===== src/icb_pkg.sv =====
/*
  shared constants and types of the internal clock block:
  register offsets, field layouts, reset values, modes.
  assumes an 8-bit register port with a 2-bit word address.
*/
package icb_pkg;
  // ==========================================================
  // register offsets
  localparam logic [1:0] ADDR_SRC_CTRL = 2'h0;
  localparam logic [1:0] ADDR_OSC_CTRL = 2'h1;
  localparam logic [1:0] ADDR_TRIM     = 2'h2;
  localparam logic [1:0] ADDR_STATUS   = 2'h3;

  // ==========================================================
  // output source select encodings
  localparam logic [1:0] SRC_LOOP = 2'h0;
  localparam logic [1:0] SRC_INT  = 2'h1;
  localparam logic [1:0] SRC_EXT  = 2'h2;
  localparam logic [1:0] SRC_RSVD = 2'h3;

  // ==========================================================
  // field layouts
  typedef struct packed {
    logic [1:0] output_source_select;
    logic [2:0] reference_divider;
    logic       reference_select;
    logic       internal_ref_output_enable;
    logic       internal_ref_stop_enable;
  } icb_src_ctrl_t;

  typedef struct packed {
    logic [1:0] bus_divider;
    logic       freq_range;
    logic       oscillator_high_gain;
    logic       low_power_bypass;
    logic       external_ref_kind;
    logic       external_ref_output_enable;
    logic       external_ref_stop_enable;
  } icb_osc_ctrl_t;

  // ==========================================================
  // reset values
  localparam icb_src_ctrl_t SRC_CTRL_RST = 8'h04;
  localparam icb_osc_ctrl_t OSC_CTRL_RST = 8'h40;
  localparam logic [7:0]    TRIM_RST     = 8'h80;
  localparam logic          FINE_TRIM_RST = 1'b0;

  // ==========================================================
  // status layout
  localparam int STAT_REF_BIT  = 4;
  localparam int STAT_MODE_LSB = 2;
  localparam int STAT_OSC_BIT  = 1;

  // ==========================================================
  // async input bundle: index of each synchronised level
  localparam int SYNC_W     = 4;
  localparam int SYNC_LOOP  = 0;
  localparam int SYNC_INT   = 1;
  localparam int SYNC_EXT   = 2;
  localparam int SYNC_OSCOK = 3;

  typedef enum logic [2:0] {
    MODE_ENG_INT    = 3'b000,
    MODE_ENG_EXT    = 3'b001,
    MODE_BYP_INT    = 3'b010,
    MODE_BYP_INT_LP = 3'b011,
    MODE_BYP_EXT    = 3'b100,
    MODE_BYP_EXT_LP = 3'b101,
    MODE_STOP       = 3'b110
  } icb_mode_t;
endpackage


===== src/icb_glitchless_sel.sv =====
/*
  glitch-free selector for sampled clock levels.
  assumes the source levels are already synchronised to i_core_clk.
*/
`timescale 1ns/1ps
module icb_glitchless_sel #(
  parameter int N  = 3,
  parameter int SW = 2
) (
  input  wire logic          i_core_clk,
  input  wire logic          i_reset,
  input  wire logic [N-1:0]  i_src,
  input  wire logic [SW-1:0] i_req,
  input  wire logic [SW-1:0] i_rst_sel,
  output logic      [SW-1:0] o_cur,
  output logic               o_lvl
);
  // ==========================================================
  // selection change
  // switch only while both old and new sources sit low, so no
  // high phase is ever cut short; the low phase may stretch
  always_ff @(posedge i_core_clk) begin
    if (i_reset) begin
      o_cur <= i_rst_sel;
    end else if (i_req != o_cur && !i_src[o_cur] && !i_src[i_req]) begin
      o_cur <= i_req;  // [RULE19]
    end
  end

  always_ff @(posedge i_core_clk) begin
    if (i_reset) begin
      o_lvl <= 1'b0;
    end else begin
      o_lvl <= i_src[o_cur];
    end
  end

  // ==========================================================
  // checks
  a_switch_low: assert property (@(posedge i_core_clk) disable iff (i_reset)
    i_req != o_cur && (i_src[o_cur] || i_src[i_req]) |=> $stable(o_cur))  // [RULE19]
    else $error("selector switched while old source high");
endmodule


===== src/icb_clock_source.sv =====
/*
  internal clock block: mode control, output clock select with bus
  divider, loop reference select and divider, debug clock, reference
  enables and the register port.
  assumes loop, internal and external reference clocks arrive as slow
  levels from other domains, sampled here at 40 MHz; stop and debug
  requests come from logic on i_core_clk.
*/
// The implementer's own choices: the strobed register port and the placing of the registers.
// Overview of operation
// RULE1 - engaged external: output from loop locked to external ref, debug from loop
// RULE2 - bypassed internal: loop on with internal ref, output internal ref, debug on
// RULE3 - low-power bypassed internal: loop off, output internal ref, no debug clock
// RULE4 - bypassed external: loop on with external ref, output external ref, debug on
// RULE5 - low-power bypassed external: loop off, output external ref, no debug clock
// RULE6 - external ref may be crystal oscillator or another clock; both accepted
// RULE7 - stop: loop off, no system or debug clock, refs follow stop enables
// RULE8 - no signals leave the chip; all ports are on-chip
// RULE9 - output select 00 loop, 01 internal, 10 external; 11 acts as 00
// RULE10 - reference divider divides loop reference by 2^n; resets to divide by 1
// RULE11 - software keeps divided reference between 31.25 and 39.0625 kHz
// RULE12 - reference select 1 picks internal, 0 picks external loop reference
// RULE13 - internal ref output enable gates the internal reference clock output
// RULE14 - internal ref stop enable keeps it running in stop if used before
// RULE15 - reset enters engaged internal mode with bus divider at divide by two
// RULE16 - bus divider divides output clock by 1, 2, 4 or 8
// RULE17 - low-power bit disables loop in bypass unless background debug active
// RULE18 - mode and reference status follow only after synchronised switch
// RULE19 - output switching is glitch-free, no shortened pulse
`timescale 1ns/1ps
module icb_clock_source
  import icb_pkg::*;
(
  input  wire logic       i_core_clk,
  input  wire logic       i_reset,
  input  wire logic [1:0] i_addr,
  input  wire logic [7:0] i_wdata,
  input  wire logic       i_wr,
  input  wire logic       i_rd,
  input  wire logic       i_loop_clk,
  input  wire logic       i_int_ref_clk,
  input  wire logic       i_ext_ref_clk,
  input  wire logic       i_osc_ready,
  input  wire logic       i_stop,
  input  wire logic       i_debug_active,
  output logic      [7:0] o_rdata,
  output logic            o_sys_clk,
  output logic            o_debug_clk,
  output logic            o_loop_enable,
  output logic            o_loop_ref_clk,
  output logic            o_int_ref_clk,
  output logic            o_ext_ref_clk,
  output logic            o_int_ref_run,
  output logic            o_ext_ref_run,
  output logic            o_osc_request,
  output logic            o_osc_high_gain,
  output logic            o_osc_high_range,
  output logic      [8:0] o_trim,
  output icb_mode_t       o_mode
);
  // ==========================================================
  // synchronisers for levels from other domains
  logic [SYNC_W-1:0] sync_a;
  logic [SYNC_W-1:0] sync_b;

  // all ports stay on-chip; no pad logic here  [RULE8]
  logic [SYNC_W-1:0] async_in;
  assign async_in = {i_osc_ready, i_ext_ref_clk, i_int_ref_clk, i_loop_clk};

  genvar g;
  generate
    for (g = 0; g < SYNC_W; g++) begin : g_sync
      always_ff @(posedge i_core_clk) begin
        if (i_reset) begin
          sync_a[g] <= 1'b0;
          sync_b[g] <= 1'b0;
        end else begin
          sync_a[g] <= async_in[g];
          sync_b[g] <= sync_a[g];
        end
      end
    end
  endgenerate

  // ==========================================================
  // registers
  icb_src_ctrl_t src_ctrl;
  icb_osc_ctrl_t osc_ctrl;
  logic [7:0]    trim;
  logic          fine_trim;

  always_ff @(posedge i_core_clk) begin
    if (i_reset) begin
      src_ctrl  <= SRC_CTRL_RST;  // [RULE10] [RULE15]
      osc_ctrl  <= OSC_CTRL_RST;  // [RULE16]
      trim      <= TRIM_RST;
      fine_trim <= FINE_TRIM_RST;
    end else if (i_wr) begin
      if (i_addr == ADDR_SRC_CTRL) begin
        src_ctrl <= i_wdata;
      end else if (i_addr == ADDR_OSC_CTRL) begin
        osc_ctrl <= i_wdata;
      end else if (i_addr == ADDR_TRIM) begin
        trim <= i_wdata;
      end else begin
        fine_trim <= i_wdata[0];
      end
    end
  end

  // ==========================================================
  // mode decode
  logic [1:0] src_eff;
  logic       lp_active;
  icb_mode_t  next_mode;

  // reserved select falls back to the loop output  [RULE9]
  assign src_eff = (src_ctrl.output_source_select == SRC_RSVD) ? SRC_LOOP
                 : src_ctrl.output_source_select;
  // debug keeps the loop alive even with low power set  [RULE17]
  assign lp_active = osc_ctrl.low_power_bypass && !i_debug_active;

  always_comb begin
    if (i_stop) begin
      next_mode = MODE_STOP;  // [RULE7]
    end else if (src_eff == SRC_INT) begin
      next_mode = lp_active ? MODE_BYP_INT_LP : MODE_BYP_INT;  // [RULE2] [RULE3]
    end else if (src_eff == SRC_EXT) begin
      next_mode = lp_active ? MODE_BYP_EXT_LP : MODE_BYP_EXT;  // [RULE4] [RULE5]
    end else begin
      next_mode = src_ctrl.reference_select ? MODE_ENG_INT : MODE_ENG_EXT;  // [RULE1]
    end
  end

  always_ff @(posedge i_core_clk) begin
    if (i_reset) begin
      o_mode <= MODE_ENG_INT;  // [RULE15]
    end else begin
      o_mode <= next_mode;
    end
  end

  logic loop_on;
  assign loop_on = (o_mode == MODE_ENG_INT) || (o_mode == MODE_ENG_EXT)
                || (o_mode == MODE_BYP_INT) || (o_mode == MODE_BYP_EXT);

  // ==========================================================
  // mode held before stop, for the stop enables
  logic pre_int;
  logic pre_ext;

  always_ff @(posedge i_core_clk) begin
    if (i_reset) begin
      pre_int <= 1'b1;
      pre_ext <= 1'b0;
    end else if (o_mode != MODE_STOP) begin
      pre_int <= (o_mode == MODE_ENG_INT) || (o_mode == MODE_BYP_INT)
              || (o_mode == MODE_BYP_INT_LP);
      pre_ext <= (o_mode == MODE_ENG_EXT) || (o_mode == MODE_BYP_EXT)
              || (o_mode == MODE_BYP_EXT_LP);
    end
  end

  // ==========================================================
  // reference enables
  logic int_run;
  logic ext_run;

  always_comb begin
    if (o_mode == MODE_STOP) begin
      int_run = src_ctrl.internal_ref_stop_enable  // [RULE14]
             && (src_ctrl.internal_ref_output_enable || pre_int);
      ext_run = osc_ctrl.external_ref_stop_enable
             && (osc_ctrl.external_ref_output_enable || pre_ext);
    end else begin
      int_run = src_ctrl.internal_ref_output_enable || pre_int
             || src_ctrl.reference_select;
      ext_run = osc_ctrl.external_ref_output_enable || pre_ext
             || !src_ctrl.reference_select;
    end
  end

  always_ff @(posedge i_core_clk) begin
    if (i_reset) begin
      o_int_ref_run    <= 1'b1;
      o_ext_ref_run    <= 1'b0;
      o_osc_request    <= 1'b0;
      o_osc_high_gain  <= 1'b0;
      o_osc_high_range <= 1'b0;
      o_trim           <= {TRIM_RST, FINE_TRIM_RST};
    end else begin
      o_int_ref_run    <= int_run;
      o_ext_ref_run    <= ext_run;
      // crystal or plain clock both feed the same reference input  [RULE6]
      o_osc_request    <= ext_run && osc_ctrl.external_ref_kind;
      o_osc_high_gain  <= osc_ctrl.oscillator_high_gain;
      o_osc_high_range <= osc_ctrl.freq_range;
      o_trim           <= {trim, fine_trim};
    end
  end

  always_ff @(posedge i_core_clk) begin
    if (i_reset) begin
      o_int_ref_clk <= 1'b0;
      o_ext_ref_clk <= 1'b0;
    end else begin
      o_int_ref_clk <= int_run && src_ctrl.internal_ref_output_enable
                    && sync_b[SYNC_INT];  // [RULE13]
      o_ext_ref_clk <= ext_run && osc_ctrl.external_ref_output_enable
                    && sync_b[SYNC_EXT];
    end
  end

  // ==========================================================
  // loop reference select and divider
  logic [1:0] ref_src;
  logic       ref_cur;
  logic       ref_lvl;
  logic       ref_lvl_d;
  logic [6:0] ref_cnt;

  assign ref_src = {sync_b[SYNC_INT], sync_b[SYNC_EXT]};

  icb_glitchless_sel #(
    .N  (2),
    .SW (1)
  ) u_ref_sel (
    .i_core_clk (i_core_clk),
    .i_reset    (i_reset),
    .i_src      (ref_src),
    .i_req      (src_ctrl.reference_select),  // [RULE12]
    .i_rst_sel  (1'b1),
    .o_cur      (ref_cur),
    .o_lvl      (ref_lvl)
  );

  always_ff @(posedge i_core_clk) begin
    if (i_reset) begin
      ref_lvl_d <= 1'b0;
      ref_cnt   <= '0;
    end else begin
      ref_lvl_d <= ref_lvl;
      if (ref_lvl && !ref_lvl_d) begin
        ref_cnt <= ref_cnt + 7'h01;
      end
    end
  end

  // counter bit k toggles every 2^k edges: divide by 2^(k+1)
  // range of the result is left to software  [RULE11]
  always_ff @(posedge i_core_clk) begin
    if (i_reset) begin
      o_loop_ref_clk <= 1'b0;
    end else if (!loop_on) begin
      o_loop_ref_clk <= 1'b0;
    end else if (src_ctrl.reference_divider == 3'h0) begin
      o_loop_ref_clk <= ref_lvl;  // [RULE10]
    end else begin
      o_loop_ref_clk <= ref_cnt[src_ctrl.reference_divider - 3'h1];  // [RULE10]
    end
  end

  // ==========================================================
  // output select and bus divider
  logic [2:0] out_src;
  logic [1:0] out_cur;
  logic       out_lvl;
  logic       out_lvl_d;
  logic [2:0] out_cnt;

  assign out_src = {sync_b[SYNC_EXT], sync_b[SYNC_INT], sync_b[SYNC_LOOP]};

  icb_glitchless_sel #(
    .N  (3),
    .SW (2)
  ) u_out_sel (
    .i_core_clk (i_core_clk),
    .i_reset    (i_reset),
    .i_src      (out_src),
    .i_req      (src_eff),  // [RULE9] [RULE19]
    .i_rst_sel  (SRC_LOOP),
    .o_cur      (out_cur),
    .o_lvl      (out_lvl)
  );

  always_ff @(posedge i_core_clk) begin
    if (i_reset) begin
      out_lvl_d <= 1'b0;
      out_cnt   <= '0;
    end else begin
      out_lvl_d <= out_lvl;
      if (out_lvl && !out_lvl_d) begin
        out_cnt <= out_cnt + 3'h1;
      end
    end
  end

  always_ff @(posedge i_core_clk) begin
    if (i_reset) begin
      o_sys_clk <= 1'b0;
    end else if (o_mode == MODE_STOP) begin
      o_sys_clk <= 1'b0;  // [RULE7]
    end else if (osc_ctrl.bus_divider == 2'h0) begin
      o_sys_clk <= out_lvl;  // [RULE16]
    end else begin
      o_sys_clk <= out_cnt[osc_ctrl.bus_divider - 2'h1];  // [RULE16]
    end
  end

  // ==========================================================
  // loop enable and debug clock, a fixed half of the loop
  logic loop_d;
  logic dbg_div;

  always_ff @(posedge i_core_clk) begin
    if (i_reset) begin
      loop_d  <= 1'b0;
      dbg_div <= 1'b0;
    end else begin
      loop_d <= sync_b[SYNC_LOOP];
      if (sync_b[SYNC_LOOP] && !loop_d) begin
        dbg_div <= !dbg_div;
      end
    end
  end

  always_ff @(posedge i_core_clk) begin
    if (i_reset) begin
      o_loop_enable <= 1'b1;
      o_debug_clk   <= 1'b0;
    end else begin
      o_loop_enable <= loop_on;  // [RULE1] [RULE2] [RULE3] [RULE4] [RULE5] [RULE7]
      o_debug_clk   <= loop_on && dbg_div;  // [RULE3] [RULE5] [RULE7]
    end
  end

  // ==========================================================
  // read port; status shows the switched selections only
  always_ff @(posedge i_core_clk) begin
    if (i_reset) begin
      o_rdata <= '0;
    end else if (!i_rd) begin
      o_rdata <= '0;
    end else if (i_addr == ADDR_SRC_CTRL) begin
      o_rdata <= src_ctrl;
    end else if (i_addr == ADDR_OSC_CTRL) begin
      o_rdata <= osc_ctrl;
    end else if (i_addr == ADDR_TRIM) begin
      o_rdata <= trim;
    end else begin
      o_rdata <= '0;
      o_rdata[STAT_REF_BIT] <= ref_cur;  // [RULE18]
      o_rdata[STAT_MODE_LSB +: 2] <= out_cur;  // [RULE18]
      o_rdata[STAT_OSC_BIT] <= sync_b[SYNC_OSCOK];
      o_rdata[0] <= fine_trim;
    end
  end

  // ==========================================================
  // checks
  a_stop_no_clk: assert property (@(posedge i_core_clk) disable iff (i_reset)
    o_mode == MODE_STOP |=> !o_sys_clk && !o_debug_clk && !o_loop_enable)  // [RULE7]
    else $error("clock or loop active in stop");
  a_lp_int_off: assert property (@(posedge i_core_clk) disable iff (i_reset)
    o_mode == MODE_BYP_INT_LP |=> !o_loop_enable && !o_debug_clk)  // [RULE3]
    else $error("loop running in low-power internal bypass");
  a_lp_ext_off: assert property (@(posedge i_core_clk) disable iff (i_reset)
    o_mode == MODE_BYP_EXT_LP |=> !o_loop_enable && !o_debug_clk)  // [RULE5]
    else $error("loop running in low-power external bypass");
  a_bypass_loop_on: assert property (@(posedge i_core_clk) disable iff (i_reset)
    (o_mode == MODE_BYP_INT || o_mode == MODE_BYP_EXT) |=> o_loop_enable)  // [RULE2]
    else $error("loop off in plain bypass");
  a_debug_keeps: assert property (@(posedge i_core_clk) disable iff (i_reset)
    !i_stop && i_debug_active && src_eff != SRC_LOOP
    |=> o_mode == MODE_BYP_INT || o_mode == MODE_BYP_EXT)  // [RULE17]
    else $error("low power took the loop during debug");
  a_rsvd_select: assert property (@(posedge i_core_clk) disable iff (i_reset)
    !i_stop && src_ctrl.output_source_select == SRC_RSVD
    |=> o_mode == MODE_ENG_INT || o_mode == MODE_ENG_EXT)  // [RULE9]
    else $error("reserved select not treated as loop");
  a_reset_state: assert property (@(posedge i_core_clk)
    $fell(i_reset) |-> src_ctrl == SRC_CTRL_RST && osc_ctrl == OSC_CTRL_RST
                     && o_mode == MODE_ENG_INT)  // [RULE15]
    else $error("wrong state after reset");
  a_bus_div_one: assert property (@(posedge i_core_clk) disable iff (i_reset)
    o_mode != MODE_STOP && osc_ctrl.bus_divider == 2'h0
    |=> o_sys_clk == $past(out_lvl))  // [RULE16]
    else $error("divide by one does not pass the clock");
  a_ref_div_one: assert property (@(posedge i_core_clk) disable iff (i_reset)
    loop_on && src_ctrl.reference_divider == 3'h0
    |=> o_loop_ref_clk == $past(ref_lvl))  // [RULE10]
    else $error("reference divide by one wrong");
  a_int_ref_gate: assert property (@(posedge i_core_clk) disable iff (i_reset)
    !src_ctrl.internal_ref_output_enable |=> !o_int_ref_clk)  // [RULE13]
    else $error("internal reference output while disabled");
  a_stop_ref_off: assert property (@(posedge i_core_clk) disable iff (i_reset)
    o_mode == MODE_STOP && !src_ctrl.internal_ref_stop_enable
    |=> !o_int_ref_run)  // [RULE14]
    else $error("internal reference running in stop");
  a_status_mode: assert property (@(posedge i_core_clk) disable iff (i_reset)
    i_rd && i_addr == ADDR_STATUS
    |=> o_rdata[STAT_MODE_LSB +: 2] == $past(out_cur)
        && o_rdata[STAT_REF_BIT] == $past(ref_cur))  // [RULE18]
    else $error("status not from switched selection");

  c_eng_ext:  cover property (@(posedge i_core_clk) o_mode == MODE_ENG_EXT);
  c_byp_lp:   cover property (@(posedge i_core_clk) o_mode == MODE_BYP_EXT_LP);
  c_stop_run: cover property (@(posedge i_core_clk) o_mode == MODE_STOP && o_int_ref_run);
  c_switch:   cover property (@(posedge i_core_clk) $changed(out_cur));
endmodule


===== config.mk =====
export PLATFORM = sky130hd
export DESIGN_NAME = icb_clock_source
export DESIGN_NICKNAME = d
export VERILOG_FILES = /design/src/icb_pkg.sv /design/src/icb_glitchless_sel.sv /design/src/icb_clock_source.sv
export SDC_FILE = /design/constraint.sdc
export NUM_CORES = 1
export LEC_CHECK = 0
export ABC_AREA = 1
export BUFFER_PORTS_ARGS = -buffer_cell sky130_fd_sc_hd__buf_4
export CORE_ASPECT_RATIO = 1.5
export CORE_MARGIN = 4
export CORE_UTILIZATION = 30
export DETAILED_ROUTE_END_ITERATION = 12
export GPL_TIMING_DRIVEN = 1
export PLACE_DENSITY = 0.45
export SETUP_SLACK_MARGIN = 0.05
export SLEW_MARGIN = 15
export SYNTH_ARGS = -nofsm -noshare
export SYNTH_HDL_FRONTEND = slang
export SYNTH_SLANG_ARGS = --single-unit

===== constraint.sdc =====
create_clock -name i_core_clk -period 2.65 [get_ports i_core_clk]
set_input_delay 0.265 -clock i_core_clk [delete_from_list [all_inputs] [get_ports i_core_clk]]
set_output_delay 0.265 -clock i_core_clk [all_outputs]
set_load 0.005 [all_outputs]

==> impl_results.md, run 1 <==
* Final Hold Fails at 0
* Post-synth top flop: dfxtp_1
* CTS tree: built
* Post-synth ARST share at 0%
* CTS resizes at 0
* Layout Area Growth over Synthesis at 25.5%
* RSZ-0062 raised after global routing: no
* # DRC at 0
* Part of the cycle the worst path needs at 56.4%
* Crit end category: flop
* Chip width at 93.9 µm
* Peak Freq at 669 MHz
* Share of layout cells above drive strength 1 at 18.3%
* Synth Instances at 422
* Row cnt at 46
* Clk buf depth at 2
* Worst EP arrival at 1.73 ns
* Commonest non-fill, non-tap cells in the layout: dfxtp_1 (85), inv_1 (59), buf_4 (51), nor2_1 (50), a21oi_1 (50)
* Reg-to-Reg End: o_loop_ref_clk$_SDFF_PP0_
* IO Port Bufs at 50
* Critical R2R Launch: src_ctrl[3]$_SDFFE_PP0P_
* Io pins at 51
* P per Cell Area at 761 nW/µm²
* Syn_area_per_cell at 7.86 µm²
* Post-synthesis sequential area ratio at 51.3%
* Final WL at 8.46 mm
* Critical path launch point type: flop
* Power consumption at 3.17 mW
* Cell accounting for the most synthesized area: dfxtp_1
* Design area at 4170 µm²
* Vias in the first global route at 2678
* Die area at 12800 µm²
* Share of the synthesized area in the top cell type at 51.3%
* Largest net degree at the start of global routing at 44
* Detail Route Antenna Nets at 0
* First DRT Iteration DRCs at 102
* CTS H-tree depth at 3
* Leading cell type in the layout, fill and taps excluded: dfxtp_1
* Slowest cell on crit path: dfxtp_1
* Fin Clk Skew at 0.00598 ns
* Post-CTS Setup Inserts at 0
* Global-route wire length before repair at 13.5 mm
* CTS buffer count at 9
* CP max stage delay at 0.46 ns
* Root Buffer: clkbuf_16
* Via count at 2818
* Yosys reg bits at 85
* Drt via density at 4.55
* Pre-CTS setup slack at 0.861 ns
* Initial core utilization at 31.0%
* Worst reg2reg path depth at 8
* Die Ht at 137 µm
* R2r setup slk at 1.16 ns
* Wire per inst at 13.7 µm
* Post-DP Area at 3820 µm²
* Distinct cell type count after synthesis at 32
* N_diodes at 0
* Synth Net Count at 450
* Ys Warns at 0
* Peak supply drop at 0.000347 V
* Hold WC Path Type: primary input to flop
* Core area at 10700 µm²
* Mapped Area at 3320 µm²
* Max_cap viols at 0
* Outcome: finished clean
* Setup tns final at 0 ns
* Routability cong. at 0.812
* # fillers at 1147
* Initial antenna violation count at 0
* Clk pin slew, worst setup/hold paths at 0.06 ns
* CTS Sinks at 85
* Endpoints failing setup at 0
* Hold slack final at 0.126 ns
* Max FO, Critical Path at 8
* CTS Hold Buffers Added at 0
* Relative slew slack at 63.3%
* Main area contributors after synthesis: dfxtp_1 (51%), a21oi_1 (7.5%), inv_1 (6.7%)
* CP Capture Point: o_loop_ref_clk$_SDFF_PP0_
* EDFF count, synth at 0
* Worst path cell trace: inv_2, ha_1, a21oi_1, o21ai_0, nand3_1, nand2_1, o21ai_1, inv_1
* Total gr overflow at 0
* Hpwl dp at 6.29 mm
* Min Tclk post-route at 1.49 ns
* Slew Viols, Final at 0
* Final nets at 498
* WS Path Type: flop to flop
* Setup ws final at 1.16 ns
* Worst-Margin Slew at 0.550 ns
* Leakage at 1.81 nW
* GRT Total Usage at 13.9%
* Crit path from: src_ctrl[3]$_SDFFE_PP0P_
* WP data required at 2.88 ns
* Clock Latency Late Sink at 0.34 ns
* Drt pass-1 iters at 4
## worst min path at each step
stage                                  endpoint  slack, ns                  from  cells after the start
after floorplan            sync_a[0]$_SDFF_PP0_       0.37            i_loop_clk                      2
after global placement    out_src[1]$_SDFF_PP0_       0.39  sync_a[1]$_SDFF_PP0_                      2
after detailed placement  out_src[0]$_SDFF_PP0_       0.39  sync_a[0]$_SDFF_PP0_                      2
after CTS                  sync_a[0]$_SDFF_PP0_       0.11            i_loop_clk                      3
after global routing       sync_a[0]$_SDFF_PP0_       0.14            i_loop_clk                      3
final                      sync_a[0]$_SDFF_PP0_       0.13            i_loop_clk                      3
## through the flow
step,utilization (%),cells
floorplan,-,422
global placement,35.6,603
finish,38.9,619
detailed placement,35.6,603
CTS,38.9,619
global route,38.9,619
## state kept, by name, indices dropped and copies added (netlist names), 2 cells and up
register / flops
src_ctrl: 8
out_src: 3
trim: 8
o_rdata: 8
sync_a: 4
o_mode: 3
u_out_sel.o_cur: 2
ref_cnt: 7
o_trim: 9
osc_ctrl: 8
out_cnt: 3
## cell usage after synthesis, types with 3 or more instances
| library cell | n |
|---|---|
| clkbuf_1 | 6 |
| o211ai_1 | 4 |
| buf_2 | 7 |
| o21ai_0 | 32 |
| nor3_1 | 3 |
| a21oi_1 | 50 |
| nand3_1 | 22 |
| o21ai_1 | 16 |
| inv_2 | 8 |
| nor2_1 | 50 |
| inv_1 | 59 |
| dfxtp_1 | 85 |
| ha_1 | 8 |
| nand2_1 | 48 |
| nand2_2 | 4 |
## cell families after synthesis
kind of cell               Yosys count  synth area share (%)
buffers and inverters               81                  9.54
and+or+nand+nor                    138                  18.4
xor gates and xnor gates             1                 0.264
adders and majority gates            8                  3.02
AOI/OAI and AO/OA                  109                  17.5
DFF                                 85                  51.3
## worst max-delay path, delay by kind of cell, from the launching register on
family,cells,cell delay [ns]
AND/OR/NAND/NOR,2,0.12
adder cells (fa/ha/maj),1,0.35
flip-flops,1,0.46
buffers and inverters,2,0.14
AO/OA/AOI/OAI,3,0.31
## cell type report
| type | instances | area [µm²] | share of cell area (%) |
|---|---|---|---|
| clock buffer | 10 | 239 | 5.74 |
| clock inverter | 6 | 110 | 2.64 |
| inverter | 67 | 251 | 6.04 |
| multi-input combinational | 256 | 1300 | 31.2 |
| sequential | 85 | 1700 | 40.9 |
| tap | 144 | 180 | 4.33 |
| timing repair buffer | 51 | 383 | 9.19 |
## report_power, final
group	leakage [nW]	switching [mW]	internal, mW	total, mW
clock	0.165	0.503	0.944	1.45
combinational	0.950	0.204	0.132	0.336
sequential	0.694	0.0415	1.35	1.39
total	1.81	0.749	2.42	3.17
## routing by layer
layer / vias to the layer above / GRT usage [%] / part of all wire (%)
li1: 1462 / - / -
met1: 1274 / 15.8 / 41
met2: 63 / 23.9 / 52
met3: 19 / 2.70 / 3.2
met4: 0 / 8.43 / 3.7
met5: - / 0 / 0
(Power assumes the default switching activity.)
==> run 2: changes to the inputs <==
ABC_AREA = 0   (was 1)
PLACE_DENSITY = 0.46   (was 0.45)
clock period = 1.3 ns   (was 2.65 ns; I/O delays follow)
==> run 2 against run 1 <==
Net effect: the run now ends with setup timing left; via count fell by 6.1%; clock skew fell by 0.0037 ns; die area rose by 0.98%; global-route usage fell by 0.56 points; area after synthesis rose by 1.1%; worst setup slack got worse by 1.2 ns; register-to-register slack got worse by 1.2 ns; sequential share of layout area fell by 3.6 points; design area rose by 10%; wire length fell by 4.1%; synthesized cell count fell by 17%; critical endpoint unchanged.
==> impl_results.md, run 2 <==
* WS Path Type: flop to flop
* CTS Sinks at 85
* Final nets at 469
* Leakage at 1.93 nW
* Layout Area Growth over Synthesis at 37.2%
* Routability cong. at 0.777
* Relative slew slack at 80.2%
* IO Port Bufs at 50
* Crit path from: src_ctrl[3]$_SDFFE_PP0P_
* Max reg flops at 9
* Critical path launch point type: flop
* RSZ-0062 raised after global routing: yes
* Initial antenna violation count at 0
* Critical R2R Launch: src_ctrl[3]$_SDFFE_PP0P_
* Core area at 11000 µm²
* Slowest cell on crit path: dfxtp_4
* Total gr overflow at 0
* Setup ws final at -0.0294 ns
* Peak supply drop at 0.000594 V
* Peak Freq at 752 MHz
* Hold depth at 2
* Detail Route Antenna Nets at 0
* Io pins at 51
* Worst-Margin Slew at 0.297 ns
* EDFF count, synth at 0
* Synth top cells by count: dfxtp_1 (85), nor2_1 (41), mux2i_1 (34)
* Clock Latency Late Sink at 0.33 ns
* Distinct cell type count after synthesis at 41
* Max_cap viols at 0
* Hpwl dp at 5.94 mm
* Most frequent cell after synthesis: dfxtp_1
* Post-synth ARST share at 0%
* Post-synthesis sequential area ratio at 50.7%
* Min Tclk post-route at 1.33 ns
* Root Buffer: clkbuf_16
* CTS buffer count at 9
* Share of layout cells above drive strength 1 at 30.9%
* Synth Net Count at 378
* Worst EP arrival at 1.55 ns
* Final Hold Fails at 0
* Mapped Area at 3350 µm²
* Synth Instances at 350
* Leading cell type in the layout, fill and taps excluded: buf_4
* Row cnt at 47
* Fin Clk Skew at 0.00227 ns
* Crit end category: flop
* Chip width at 94.3 µm
* Initial core utilization at 30.5%
* Post-synth top flop: dfxtp_1
* Reg-to-Reg End: o_loop_ref_clk$_SDFF_PP0_
* Clk buf depth at 2
* R2r setup slk at -0.03 ns
* CTS H-tree depth at 3
* Ys Warns at 0
* Worst path cell trace: inv_4, ha_4, mux4_2, o221ai_2, a21oi_2
* Largest register by flop count: o_trim
* Min-delay src: i_osc_ready
* Vias in the first global route at 2629
* Hold WC Path Type: primary input to flop
* Syn_area_per_cell at 9.58 µm²
* P per Cell Area at 1230 nW/µm²
* Commonest non-fill, non-tap cells in the layout: buf_4 (92), dfxtp_1 (78), nor2_1 (41), mux2i_1 (33), nand2_1 (30)
* WP data required at 1.52 ns
* Drt pass-1 iters at 4
* Hold Crit Endpoint: sync_a[3]$_SDFF_PP0_
* Yosys reg bits at 85
* CP max stage delay at 0.37 ns
* Die Ht at 137 µm
* Failing checks: setup timing
* N_diodes at 0
* Slew Viols, Final at 0
* Part of the cycle the worst path needs at 102%
* Design area at 4600 µm²
* Via count at 2645
* Outcome: finished, violations left
* CTS tree: built
* # fillers at 1108
* Drt via density at 4.46
* Max FO, Critical Path at 4
* Endpoints failing setup at 1
* First DRT Iteration DRCs at 111
* Share of the synthesized area in the top cell type at 50.7%
* Main area contributors after synthesis: dfxtp_1 (51%), mux2i_1 (10%), nor2_1 (4.6%)
* # DRC at 0
* Wire per inst at 13.7 µm
* Cell accounting for the most synthesized area: dfxtp_1
* Clk pin slew, worst setup/hold paths at 0.06 ns
* Largest net degree at the start of global routing at 46
* Die area at 13000 µm²
* GRT Total Usage at 13.4%
* Global-route wire length before repair at 13.1 mm
* Final WL at 8.11 mm
* Hold slack final at 0.0226 ns
* Worst reg2reg path depth at 5
* Post-DP Area at 4190 µm²
[run 2: cell count changes after synthesis, sizes merged, moves of 7 or more]
cell	previous run	this run
inv	67	10
o21ai	48	15
nand3	24	8
nand2	52	30
mux2i	0	34
nor2b	0	25
a21oi	50	22
nor2	53	41
nand2b	0	7
[run 2: logic make-up (layout without fill, tap and decap cells)]
family	Yosys count	after routing	share of synthesized area (%)
buffers and inverters	29	125	4.18
muxes	38	38	11.8
AOI/OAI and AO/OA	49	49	8.40
and+or+nand+nor	132	132	19.5
adders and majority gates	9	9	3.28
DFF	85	85	50.7
xor gates and xnor gates	8	8	2.09
[run 2: routing by layer]
layer | share of wire, % | track usage (%) | up-vias
li1 | - | - | 1357
met1 | 42 | 15.2 | 1237
met2 | 53 | 23.6 | 40
met3 | 2.8 | 2.35 | 11
met4 | 2.2 | 6.99 | 0
met5 | 0 | 0 | -
[run 2: how the worst max path moves through the flow]
stage,slack (ns),depth (start not counted),endpoint
2_1_floorplan,0.02,5,o_loop_ref_clk$_SDFF_PP0_
4_1_cts,-0.04,5,o_loop_ref_clk$_SDFF_PP0_
3_5_place_dp,-0.05,8,osc_ctrl[4]$_SDFFE_PP0P_
3_3_place_gp,-0.03,8,osc_ctrl[7]$_SDFFE_PP0P_
6_report,-0.03,5,o_loop_ref_clk$_SDFF_PP0_
5_1_grt,-0.09,5,o_loop_ref_clk$_SDFF_PP0_
[run 2: critical path, delay by kind of cell, from the launching register on]
kind                       cells  cell delay, ns
AOI/OAI and AO/OA              2            0.24
DFF                            1            0.37
buffers and inverters          1            0.04
muxes                          1            0.30
adders and majority gates      1            0.28
[run 2: final cells by class]
cell class | instances | area (µm²) | area share, %
inverters | 10 | 40.0 | 0.871
repair buffers | 99 | 791 | 17.2
clock buffers | 12 | 256 | 5.58
multi-input cells | 236 | 1590 | 34.6
flip-flops and latches | 85 | 1710 | 37.2
clock inverters | 4 | 22.5 | 0.490
well taps | 147 | 184 | 4.00
[run 2: repair_timing]
item / CTS / global route
pin swaps: 3 / 8
buffers inserted: 3 / 3
hold buffers: 4 / 0
resized for setup: 3 / 12
endpoints found under the hold margin: 4 / 0
endpoints found under the setup margin: 3 / 11
[run 2: through the flow]
stage | setup WS [ns] | util [%] | TNS, ns | std cells | power [mW]
detailed placement | -0.0523 | 38.1 | -0.531 | 567 | 3.29
global route | -0.0873 | 41.8 | -0.141 | 593 | 5.89
floorplan | 0.0221 | - | 0 | 350 | 3.04
global placement | -0.0273 | 38.1 | -0.223 | 567 | 3.29
CTS | -0.0427 | 41.3 | -0.0587 | 590 | 5.73
finish | -0.0294 | 41.8 | -0.0294 | 593 | 5.64
[run 2: report_power, final]
| group | switching [mW] | internal, mW | leakage, nW | total, mW |
|---|---|---|---|---|
| clock network | 1.00 | 1.39 | 0.138 | 2.39 |
| logic | 0.236 | 0.282 | 1.09 | 0.518 |
| registers | 0.0547 | 2.68 | 0.694 | 2.74 |
| total | 1.29 | 4.35 | 1.93 | 5.64 |
==> run 3: changes to the inputs <==
SETUP_SLACK_MARGIN = 0.02   (was 0.05)
==> run 3 against run 2 <==
Net effect: design area decreased by 2.0%; first-iteration DRC count increased by 4.5%; die area unchanged; sequential cell count unchanged; clock power increased by 15%; sequential share of layout area increased by 0.79 points; global-route usage decreased by 0.28 points; worst setup slack got worse by 0.039 ns; combinational power decreased by 7.1%; count of clock-buffer cells in the layout unchanged; the run still ends with setup timing left.
==> impl_results.md, run 3 (synthesized netlist as in run 2, its figures left out) <==
* Met3 usage at 2.51%
* Met2 Track Usage GR at 23.1%
* Wire per inst at 14.0 µm
* Clk buf depth at 2
* Top cell family by delay on the critical path: multiplexers
* Final WL at 8.06 mm
* N_diodes at 0
* # fillers at 1126
* Leading cell type in the layout, fill and taps excluded: dfxtp_1
* IO Port Bufs at 50
* Leakage at 1.84 nW
* Crit path from: osc_ctrl[7]$_SDFFE_PP0P_
* Max FO, Critical Path at 2
* Pre-CTS setup slack at -0.281 ns
* Detail Route Antenna Nets at 0
* Power consumption at 5.98 mW
* Failing checks: setup timing
* Worst EP arrival at 1.64 ns
* Initial core utilization at 30.5%
* Logic gate share of total power at 8.0%
* Sw power at 1.27 mW
* Chip width at 94.3 µm
* Layout Area Growth over Synthesis at 34.4%
* Peak Freq at 731 MHz
* CTS H-tree depth at 3
* Reg-to-Reg End: o_sys_clk$_SDFF_PP0_
* Crit end category: flop
* Relative slew slack at 77.8%
* Outcome: finished, violations left
* Slowest cell on crit path: dfxtp_2
* Met1 Use GR at 14.9%
* Final nets at 451
* Worst path cell trace: inv_2, ha_4, mux2i_2, mux2_4, o21ai_2, and3b_1
* Share of layout cells above drive strength 1 at 28.8%
* CP max stage delay at 0.33 ns
* CTS Sinks at 85
* # DRC at 0
* CP Capture Point: o_sys_clk$_SDFF_PP0_
* Die area at 13000 µm²
* Max_cap viols at 0
* Critical R2R Launch: osc_ctrl[7]$_SDFFE_PP0P_
* WP data required at 1.57 ns
* Setup ws final at -0.0680 ns
* Io pins at 51
* Part of the power in the clock network at 46.1%
* Clk pin slew, worst setup/hold paths at 0.06 ns
* Critical path launch point type: flop
* Slew Viols, Final at 0
* Peak supply drop at 0.000530 V
* Hold WC Path Type: primary input to flop
* Part of the cycle the worst path needs at 105%
* Post-DP Area at 4090 µm²
* Initial antenna violation count at 0
* RSZ-0062 raised after global routing: yes
* Final Hold Fails at 0
* Row cnt at 47
* Die Ht at 137 µm
* Min Tclk post-route at 1.37 ns
* Design area at 4510 µm²
* Total gr overflow at 0
* Routability cong. at 0.756
* Worst-Margin Slew at 0.332 ns
* GRT Total Usage at 13.1%
* Drt pass-1 iters at 4
* Setup tns final at -0.103 ns
* Vias in the first global route at 2636
* Commonest non-fill, non-tap cells in the layout: dfxtp_1 (77), buf_4 (75), nor2_1 (41), mux2i_1 (33), nand2_1 (30)
* Largest net degree at the start of global routing at 37
* Fin Clk Skew at 0.0110 ns
* Register share of total power at 45.8%
* Max reg flops at 9
* Clock Latency Late Sink at 0.33 ns
* R2r setup slk at -0.07 ns
* Core area at 11000 µm²
* Drt via density at 4.53
* CTS tree: built
* Hpwl dp at 5.76 mm
* First DRT Iteration DRCs at 116
* Hold slack final at 0.00584 ns
* WS Path Type: flop to flop
* Endpoints failing setup at 2
* Crit. path cell count at 6
* Global-route wire length before repair at 12.9 mm
* Largest register by flop count: o_trim
* P per Cell Area at 1330 nW/µm²
* Worst reg2reg path depth at 6
* Busiest grt layer: met2
* Switching Fraction at 21.2%
* Root Buffer: clkbuf_16
* Pint at 4.72 mW
* Via count at 2599
* CTS buffer count at 9
* CP bufs+invs at 1
-- run 3: changes by cell type in the layout (fill, tap and decap cells not counted), sizes merged --
| cell | change |
|---|---|
| dlygate4sd3 | -2 |
| clkinvlp | -1 |
| buf | -16 |
| clkinv | -2 |
| bufinv | +2 |
-- run 3: worst min-delay path by stage --
stage	start	endpoint	slack, ns	cells past startpoint
after floorplan	i_stop	o_mode[0]$_SDFF_PP0_	0.21	1
after global placement	i_stop	o_mode[0]$_SDFF_PP0_	0.33	2
after detailed placement	i_stop	o_mode[0]$_SDFF_PP0_	0.34	2
after CTS	i_osc_ready	sync_a[3]$_SDFF_PP0_	0.0003	2
after global routing	i_int_ref_clk	sync_a[1]$_SDFF_PP0_	0.0004	2
final	i_osc_ready	sync_a[3]$_SDFF_PP0_	0.006	2
-- run 3: through the flow --
| stage | instances | utilization [%] |
|---|---|---|
| 6_report | 574 | 41.0 |
| 5_1_grt | 574 | 41.0 |
| 4_1_cts | 573 | 40.5 |
| 3_5_place_dp | 555 | 37.2 |
| 3_3_place_gp | 555 | 37.2 |
| 2_1_floorplan | 350 | - |
-- run 3: power by group through the flow --
stage	combinational, mW	sequential [mW]	clock (mW)
final	0.481	2.74	2.76
after global routing	0.531	2.75	2.95
after CTS	0.479	2.74	2.84
after detailed placement	0.466	2.80	0
after global placement	0.462	2.80	0
after floorplan	0.260	2.78	0
-- run 3: cell type report --
type	count	area (µm²)	share of cell area [%]
inverter	10	40.0	0.888
multi-input combinational	236	1590	35.3
clock inverter	3	68.8	1.53
clock buffer	12	256	5.69
tap	147	184	4.08
sequential	85	1710	38.0
timing repair buffer	81	654	14.5
-- run 3: per-layer routing --
metal  part of all wire [%]  up-vias
met5                      0        -
met4                    1.4        0
met3                    2.8        5
met2                     53       42
met1                     42     1231
li1                       -     1321
-- run 3: what timing repair did --
item / 4_1_cts / 5_1_grt
pin swaps: 2 / 4
endpoints found under the setup margin: 2 / 8
setup buffers: 1 / 1
hold endpoints to repair: 2 / 0
hold buffers: 2 / 0
resized for setup: 6 / 14
